--- src/logic/port_io_pkg.sv ---
// constants, register map and carrier types for the port and memory bus block
// assumes one system clock and a special function register access port
package port_io_pkg;
  localparam logic [7:0] bus_low_port_latch_addr        = 8'h80;
  localparam logic [7:0] port_one_latch_addr            = 8'h90;
  localparam logic [7:0] bus_high_port_latch_addr       = 8'ha0;
  localparam logic [7:0] port_three_latch_addr          = 8'hb0;
  localparam logic [7:0] compare_output_port_latch_addr = 8'hc0;
  localparam logic [7:0] internal_rom_size_select_addr  = 8'hc2;
  localparam logic [7:0] analog_port_latch_addr         = 8'hc4;
  localparam logic [7:0] pwm_adc_port_latch_addr        = 8'hf1;

  localparam logic [7:0] port_latch_reset       = 8'hff;
  localparam logic [2:0] rom_size_reset         = 3'h5;
  localparam logic [7:0] pwm_adc_implemented    = 8'hbf;
  localparam int         missing_port_bit       = 6;
  localparam logic [1:0] machine_cycle_clocks_m1 = 2'h3;
  localparam logic [1:0] addr_latch_phase       = 2'h0;

  typedef struct packed {
    logic       wr;
    logic       rd;
    logic [7:0] addr;
    logic [7:0] wdata;
  } sfr_req_s;

  typedef struct packed {
    logic       fetch;
    logic       data_wr;
    logic [15:0] addr;
    logic [7:0] wdata;
  } ext_req_s;
endpackage

--- src/logic/port_io_and_memory_bus.sv ---
// port latches, pin drivers and multiplexed external memory bus
// assumes the cpu issues sfr accesses and external requests synchronous to i_sys_clk
`timescale 1ns/10ps
module port_io_and_memory_bus
  import port_io_pkg::*;
#(
  parameter int unsigned rom_bytes_max = 8192
) (
  input  wire logic        i_sys_clk,
  input  wire logic        i_reset_n,
  input  wire sfr_req_s    i_sfr_req,
  output logic      [7:0]  o_sfr_rdata,
  input  wire ext_req_s    i_ext_req,
  input  wire logic        i_ext_req_valid,
  output logic             o_ext_req_ready,
  output logic      [7:0]  o_ext_rdata,
  output logic             o_ext_rdata_valid,
  output logic             o_fetch_external,
  input  wire logic [15:0] i_fetch_addr,
  input  wire logic        i_force_external_n,
  output logic             o_addr_latch_strobe,
  output logic             o_prog_fetch_strobe_n,
  output logic             o_data_rd_strobe_n,
  output logic             o_data_wr_strobe_n,
  input  wire logic [7:0]  i_bus_low_port,
  output logic      [7:0]  o_bus_low_port,
  output logic      [7:0]  o_bus_low_port_oe,
  input  wire logic [7:0]  i_bus_high_port,
  output logic      [7:0]  o_bus_high_port,
  output logic      [7:0]  o_bus_high_port_oe,
  input  wire logic [7:0]  i_port_one,
  output logic      [7:0]  o_port_one,
  output logic      [7:0]  o_port_one_oe,
  input  wire logic [7:0]  i_port_three,
  output logic      [7:0]  o_port_three,
  output logic      [7:0]  o_port_three_oe,
  input  wire logic [7:0]  i_compare_port,
  output logic      [7:0]  o_compare_port,
  output logic      [7:0]  o_compare_port_oe,
  input  wire logic [7:0]  i_analog_port_pins,
  output logic      [7:0]  o_analog_port_pins,
  output logic      [7:0]  o_analog_port_pins_oe,
  output logic      [7:0]  o_analog_in_ch,
  input  wire logic [7:0]  i_pwm_adc_port_pins,
  output logic      [7:0]  o_pwm_adc_port_pins,
  output logic      [7:0]  o_pwm_adc_port_pins_oe,
  input  wire logic [3:0]  i_pwm_out_ch,
  input  wire logic [3:0]  i_pwm_out_en,
  output logic             o_pwm_ext_clk_a,
  output logic             o_pwm_ext_clk_b,
  output logic             o_ext_conv_start_n
);

  //----------------------------------------------------------------
  // machine cycle phase
  //----------------------------------------------------------------
  logic [1:0] phase_reg;

  always_ff @(posedge i_sys_clk or negedge i_reset_n) begin
    if (!i_reset_n) begin
      phase_reg <= 2'h0;
    end else if (phase_reg == machine_cycle_clocks_m1) begin
      phase_reg <= 2'h0;
    end else begin
      phase_reg <= phase_reg + 2'h1;
    end
  end

  //----------------------------------------------------------------
  // port latches
  //----------------------------------------------------------------
  logic [7:0] bus_low_port_latch_reg;
  logic [7:0] port_one_latch_reg;
  logic [7:0] bus_high_port_latch_reg;
  logic [7:0] port_three_latch_reg;
  logic [7:0] compare_output_port_latch_reg;
  logic [2:0] internal_rom_size_reg;
  logic [7:0] analog_port_latch_reg;
  logic [7:0] pwm_adc_port_latch_reg;

  always_ff @(posedge i_sys_clk or negedge i_reset_n) begin
    if (!i_reset_n) begin
      bus_low_port_latch_reg        <= port_latch_reset;
      port_one_latch_reg            <= port_latch_reset;
      bus_high_port_latch_reg       <= port_latch_reset;
      port_three_latch_reg          <= port_latch_reset;
      compare_output_port_latch_reg <= port_latch_reset;
      internal_rom_size_reg         <= rom_size_reset;
      analog_port_latch_reg         <= port_latch_reset;
      pwm_adc_port_latch_reg        <= pwm_adc_implemented;
    end else if (i_sfr_req.wr) begin
      case (i_sfr_req.addr)
        bus_low_port_latch_addr:        bus_low_port_latch_reg <= i_sfr_req.wdata;
        port_one_latch_addr:            port_one_latch_reg <= i_sfr_req.wdata;
        bus_high_port_latch_addr:       bus_high_port_latch_reg <= i_sfr_req.wdata;
        port_three_latch_addr:          port_three_latch_reg <= i_sfr_req.wdata;
        compare_output_port_latch_addr: compare_output_port_latch_reg <= i_sfr_req.wdata;
        internal_rom_size_select_addr:  internal_rom_size_reg <= i_sfr_req.wdata[2:0];
        analog_port_latch_addr:         analog_port_latch_reg <= i_sfr_req.wdata;
        pwm_adc_port_latch_addr: begin
          pwm_adc_port_latch_reg <= i_sfr_req.wdata & pwm_adc_implemented;
        end
        default: begin
        end
      endcase
    end
  end

  //----------------------------------------------------------------
  // register read returns pin levels; rom size select reads back its register
  //----------------------------------------------------------------
  always_ff @(posedge i_sys_clk or negedge i_reset_n) begin
    if (!i_reset_n) begin
      o_sfr_rdata <= 8'h00;
    end else if (i_sfr_req.rd) begin
      case (i_sfr_req.addr)
        bus_low_port_latch_addr:        o_sfr_rdata <= i_bus_low_port;
        port_one_latch_addr:            o_sfr_rdata <= i_port_one;
        bus_high_port_latch_addr:       o_sfr_rdata <= i_bus_high_port;
        port_three_latch_addr:          o_sfr_rdata <= i_port_three;
        compare_output_port_latch_addr: o_sfr_rdata <= i_compare_port;
        internal_rom_size_select_addr:  o_sfr_rdata <= {5'h00, internal_rom_size_reg};
        analog_port_latch_addr:         o_sfr_rdata <= i_analog_port_pins;
        pwm_adc_port_latch_addr: begin
          o_sfr_rdata <= i_pwm_adc_port_pins & pwm_adc_implemented;
        end
        default:                        o_sfr_rdata <= 8'h00;
      endcase
    end
  end

  //----------------------------------------------------------------
  // program fetch location
  //----------------------------------------------------------------
  logic [16:0] rom_limit;

  always_comb begin
    case (internal_rom_size_reg)
      3'h0:    rom_limit = 17'h0_0000;
      3'h1:    rom_limit = 17'h0_0400;
      3'h2:    rom_limit = 17'h0_0800;
      3'h3:    rom_limit = 17'h0_1000;
      3'h4:    rom_limit = 17'h0_2000;
      default: rom_limit = 17'(rom_bytes_max);
    endcase
  end

  // rom size changes are applied as written; software must avoid abrupt moves
  assign o_fetch_external = !i_force_external_n
                          || ({1'b0, i_fetch_addr} >= rom_limit);

  //----------------------------------------------------------------
  // external bus cycle: address out at phase 0, data at phases 1-3
  //----------------------------------------------------------------
  typedef enum logic [2:0] {
    st_idle  = 3'b001,
    st_addr  = 3'b010,
    st_data  = 3'b100
  } bus_state_e;

  bus_state_e bus_state_reg;
  ext_req_s   cur_reg;

  // requests taken only at the close of a machine cycle
  logic req_take;
  logic data_end;

  assign o_ext_req_ready = (bus_state_reg == st_idle) && (phase_reg == machine_cycle_clocks_m1);
  assign req_take        = i_ext_req_valid && o_ext_req_ready;
  assign data_end        = (bus_state_reg == st_data) && (phase_reg == machine_cycle_clocks_m1);

  always_ff @(posedge i_sys_clk or negedge i_reset_n) begin
    if (!i_reset_n) begin
      bus_state_reg <= st_idle;
    end else begin
      case (bus_state_reg)
        st_idle: begin
          if (req_take) begin
            bus_state_reg <= st_addr;
          end
        end
        st_addr: bus_state_reg <= st_data;
        st_data: begin
          if (data_end) begin
            bus_state_reg <= st_idle;
          end
        end
        default: bus_state_reg <= st_idle;
      endcase
    end
  end

  // request held for the whole bus cycle
  always_ff @(posedge i_sys_clk or negedge i_reset_n) begin
    if (!i_reset_n) begin
      cur_reg <= '0;
    end else if (req_take) begin
      cur_reg <= i_ext_req;
    end
  end

  // low port sampled at the close of the last data phase
  always_ff @(posedge i_sys_clk or negedge i_reset_n) begin
    if (!i_reset_n) begin
      o_ext_rdata       <= 8'h00;
      o_ext_rdata_valid <= 1'b0;
    end else begin
      o_ext_rdata_valid <= data_end && !cur_reg.data_wr;
      if (data_end && !cur_reg.data_wr) begin
        o_ext_rdata <= i_bus_low_port;
      end
    end
  end

  wire bus_active = (bus_state_reg != st_idle);

  //----------------------------------------------------------------
  // bus strobes
  //----------------------------------------------------------------
  always_comb begin
    o_addr_latch_strobe   = (phase_reg == addr_latch_phase);
    o_prog_fetch_strobe_n = !((bus_state_reg == st_data) && cur_reg.fetch);
    o_data_rd_strobe_n    = !((bus_state_reg == st_data) && !cur_reg.fetch && !cur_reg.data_wr);
    o_data_wr_strobe_n    = !((bus_state_reg == st_data) && !cur_reg.fetch && cur_reg.data_wr);
  end

  //----------------------------------------------------------------
  // bus ports: memory bus while active, latch-driven i/o otherwise
  //----------------------------------------------------------------
  always_comb begin
    if (bus_active) begin
      o_bus_high_port    = cur_reg.addr[15:8];
      o_bus_high_port_oe = 8'hff;
      if (bus_state_reg == st_addr) begin
        o_bus_low_port    = cur_reg.addr[7:0];
        o_bus_low_port_oe = 8'hff;
      end else begin
        o_bus_low_port    = cur_reg.wdata;
        o_bus_low_port_oe = {8{cur_reg.data_wr && !cur_reg.fetch}};
      end
    end else begin
      o_bus_high_port    = 8'h00;
      o_bus_high_port_oe = ~bus_high_port_latch_reg;
      o_bus_low_port     = 8'h00;
      o_bus_low_port_oe  = ~bus_low_port_latch_reg;
    end
  end

  //----------------------------------------------------------------
  // general ports: drive low on zero, release on one
  //----------------------------------------------------------------
  always_comb begin
    o_port_one             = 8'h00;
    o_port_one_oe          = ~port_one_latch_reg;
    o_port_three           = 8'h00;
    o_port_three_oe        = ~port_three_latch_reg;
    o_compare_port         = 8'h00;
    o_compare_port_oe      = ~compare_output_port_latch_reg;
    o_analog_port_pins     = 8'h00;
    o_analog_port_pins_oe  = ~analog_port_latch_reg;
    o_analog_in_ch         = i_analog_port_pins;
  end

  //----------------------------------------------------------------
  // pwm and converter port
  //----------------------------------------------------------------
  genvar g;
  generate
    for (g = 0; g < 8; g++) begin : g_pwm_bit
      if (g == missing_port_bit) begin : g_absent
        assign o_pwm_adc_port_pins[g]    = 1'b0;
        assign o_pwm_adc_port_pins_oe[g] = 1'b0;
      end else if (g < 4) begin : g_pwm
        // enabled pwm channel takes the pin over from the latch
        wire use_pwm = i_pwm_out_en[g];
        assign o_pwm_adc_port_pins[g]    = use_pwm ? i_pwm_out_ch[g] : 1'b0;
        assign o_pwm_adc_port_pins_oe[g] = use_pwm | ~pwm_adc_port_latch_reg[g];
      end else begin : g_io
        assign o_pwm_adc_port_pins[g]    = 1'b0;
        assign o_pwm_adc_port_pins_oe[g] = ~pwm_adc_port_latch_reg[g];
      end
    end
  endgenerate

  assign o_pwm_ext_clk_a    = i_pwm_adc_port_pins[4];
  assign o_pwm_ext_clk_b    = i_pwm_adc_port_pins[5];
  assign o_ext_conv_start_n = i_pwm_adc_port_pins[7];

endmodule // port_io_and_memory_bus

--- config.mk ---
export PLATFORM = sky130hd
export DESIGN_NAME = port_io_and_memory_bus
export DESIGN_NICKNAME = d
export VERILOG_FILES = /design/src/logic/port_io_pkg.sv /design/src/logic/port_io_and_memory_bus.sv
export SDC_FILE = /design/constraint.sdc
export NUM_CORES = 1
export LEC_CHECK = 0
export BUFFER_PORTS_ARGS = -buffer_cell sky130_fd_sc_hd__buf_2
export CORE_UTILIZATION = 45
export DETAILED_ROUTE_END_ITERATION = 6
export MAX_ROUTING_LAYER = met4
export PLACE_DENSITY = 0.78
export SLEW_MARGIN = 20
export SYNTH_ARGS = -nofsm -noshare
export SYNTH_HDL_FRONTEND = slang
export SYNTH_SLANG_ARGS = --single-unit
--- constraint.sdc ---
create_clock -name i_sys_clk -period 2.54 [get_ports i_sys_clk]
set_clock_uncertainty 0.15 [all_clocks]
set_input_delay 0.508 -clock i_sys_clk [delete_from_list [all_inputs] [get_ports i_sys_clk]]
set_output_delay 0.508 -clock i_sys_clk [all_outputs]
set_load 0.01 [all_outputs]
==> metrics.txt <==
worst-path cell chain inv_2, nor3_2, ha_1, nor4b_1, a311o_1, a21oi_2, o21ai_1, buf_2; Comb power frac 16.0%; share of the synthesized area in the top cell type 27.00%; DR pass1 iterations 4; Layout area overhead 27.16%; most common library cells after synthesis 92 x mux2_2, 58 x dfstp_2, 49 x buf_4, 48 x dfrtp_1, 42 x inv_1; Inst Count DP 866; boundary pin count about 270; initial antenna violation count 0; reg2reg end cur_reg[21]$_DFFE_PN0P_; Iteration-0 DRC Markers around 160; FFs w/ async S/R, synth 100.0%; nets roughly 850; worst-margin pin slew 514.9 ps; CP Buf/Inv Count 2; R2R setup slack 340 ps; placement-stage cell area 6832 sq um; die area 12,990 sq um; status complete, but fails checks; Avg Vias per Cell 5.033; Synth Flop Type dfstp_2; total gr overflow 0; insertion delay to the later sink of the worst-skew pair 340 ps; post-route setup slack -283.1 ps; DP HPWL between 10 and 15 mm; Syn Area/Cell 11.76 sq um; DR WL/cell 16.71 microns; drt drc 0; Crit path depth 8; vias in the first global route 4,527; core area 12,110 sq um; cell family with most CP delay compound AO/OA/AOI/OAI gates; Starting Density a little under half; slowest stage delay, CP 540 ps; first-pass GRT wire length 22.30 mm; WHS Endpoint cur_reg[11]$_DFFE_PN0P_; cell row count 40; Max Clock Freq 354.2 MHz; Reg2Reg Depth 5; largest net degree at the start of global routing 48; worst hold stages 2; Worst path slowest cell dfstp_2; max-slew violation count 0; vias 4,454; hold_sp i_ext_req[11]; number of diodes 0; htree depth 3; DIE HEIGHT 114.0 microns; number of flops mapped to enable cells by yosys 0; CP required 1880 ps; Worst Hold Class input port to register; Pleak ~3.3 nW; Worst-path clk slew ~70 ps; max_slew headroom 65.58%; critical path type register to primary output; Clock Tree Buf Depth 2; RD Place Congestion 0.8034; Tcrit/Tclk final 111.1%; Switching Share 25.64%; overall global routing resource usage 23.36%; count leader, synth mux2_2; total CTS buffers 9; share of the yosys chip area belonging to registers 48.28%; Post-Layout Cell Count 885; internal power between 0.002 and 0.003 W; Finished Core Util 59.26%; # port buffers ~240; Worst EP arrival between 2000 and 2500 ps; clock period minus worst slack 2823 ps; switching pwr 0.0009999 W; clock network power share 35.7%; Antenna Nets Post-Route 0; clock sink total approximately 110; TritonCTS clock tree yes; Worst R2R Start bus_state_reg[1]$_DFFE_PN0P_; top post-synthesis cells by area dfstp_2 27%, dfrtp_1 21%, mux2_2 18%, buf_4 6.5%, mux4_2 3.2%; Reg power frac 48.3%; PD cells 543.4 nW/um^2; Setup crit end kind primary output; Max VDD drop around 0.42 mV; CTS root buffer clkbuf_16; maxcap violations 0; layout cells sized above 1 approximately 62%; CP Max Fanout 2; RSZ-0062 raised after global routing true; Setup-failing EPs final 1; number of distinct library cells after synthesis 46; minimum hold slack 244.6 ps; Largest register FFs 26; number of synthesized register bits approximately 110; die width 114.0 microns; design area 7177 sq um; CP startpoint kind register; final hold violation count 0; failing checks negative setup slack; YS warnings 0; cells after synthesis 480; Total Wirelength 14.79 mm; Yosys top cell by area dfstp_2; synthesized area between 5000 and 6000 sq um
==> metrics by stage <==
stage / setup TNS (ps) / setup slack (ps) / total power, W
2_1_floorplan: 0 / 227.4 / 0.002255
3_3_place_gp: 0 / 88.19 / 0.002504
3_5_place_dp: 0 / 24.98 / 0.002531
4_1_cts: -277.8 / -277.8 / 0.003957
5_1_grt: -351.1 / -351.1 / 0.004081
6_report: -283.1 / -283.1 / 0.003900
==> cells in the final DEF (no fill, tap or decap), drive strengths merged, types with 3 or more instances in the layout <==
cell	n
buf	251
a21oi	10
nor4b	5
mux4	8
and3	3
o21ai	18
nand2	26
dfstp	58
a22oi	8
nor2b	12
nand2b	4
clkbuf	12
inv	43
nor3b	3
a32oi	3
dfrtp	48
mux2	92
ha	6
a311oi	6
nor2	15
conb	37
a22o	8
and2	14
nand3	5
nor3	3
==> how the worst max path moves through the flow <==
stage | end | startpoint | slack [ps]
4_1_cts | o_fetch_external | internal_rom_size_reg[0]$_DFFE_PN1P_ | -280
2_1_floorplan | o_fetch_external | internal_rom_size_reg[0]$_DFFE_PN1P_ | 230
3_3_place_gp | o_fetch_external | internal_rom_size_reg[0]$_DFFE_PN1P_ | 90
6_report | o_fetch_external | internal_rom_size_reg[0]$_DFFE_PN1P_ | -280
5_1_grt | o_fetch_external | internal_rom_size_reg[2]$_DFFE_PN1P_ | -350
3_5_place_dp | o_fetch_external | internal_rom_size_reg[0]$_DFFE_PN1P_ | 20
==> area by class of cell <==
class	count	area [sq um]
clock buffer	12	277.8
tap	168	210.2
sequential	106	2726
clock inverter	4	30.03
fill	1049	4935
inverter	42	157.7
multi-input combinational	301	2454
timing repair buffer	252	1321
==> what timing repair did <==
action                                  4_1_cts  5_1_grt
buffers inserted                              1        1
endpoints found under the setup margin        2       14
endpoints found under the hold margin        15        0
resized for setup                             5        1
pin swaps                                     2        2
hold buffers                                  1        0
==> per-layer routing <==
metal / share of wire, % / vias up / track usage, %
met2: 52 / 194 / 40.85
met1: 40 / 2182 / 26.12
met3: 6.3 / 27 / 4.676
met4: 2.4 / 0 / 9.437
li1: - / 2051 / -
met5: 0 / - / -
==> logic make-up (layout without fill, tap and decap cells) <==
logic type,after synthesis,in the layout,synth area share (%)
adder cells (fa/ha/maj),6,6,1.330
multiplexers,100,100,21.55
buffers and inverters,109,310,10.95
other,1,37,0.06644
AND/OR/NAND/NOR,100,100,10.91
flip-flops,106,106,48.28
AO/OA/AOI/OAI,58,58,6.917
==> power by group through the flow <==
stage	clock network (W)	registers (W)	logic [W]
2_1_floorplan	0	0.00190	0.000355
3_3_place_gp	0	0.00190	0.000600
3_5_place_dp	0	0.00191	0.000618
4_1_cts	0.00145	0.00189	0.000625
5_1_grt	0.00150	0.00190	0.000682
6_report	0.00139	0.00189	0.000624
Note: power is estimated with default switching activity, not from simulation.
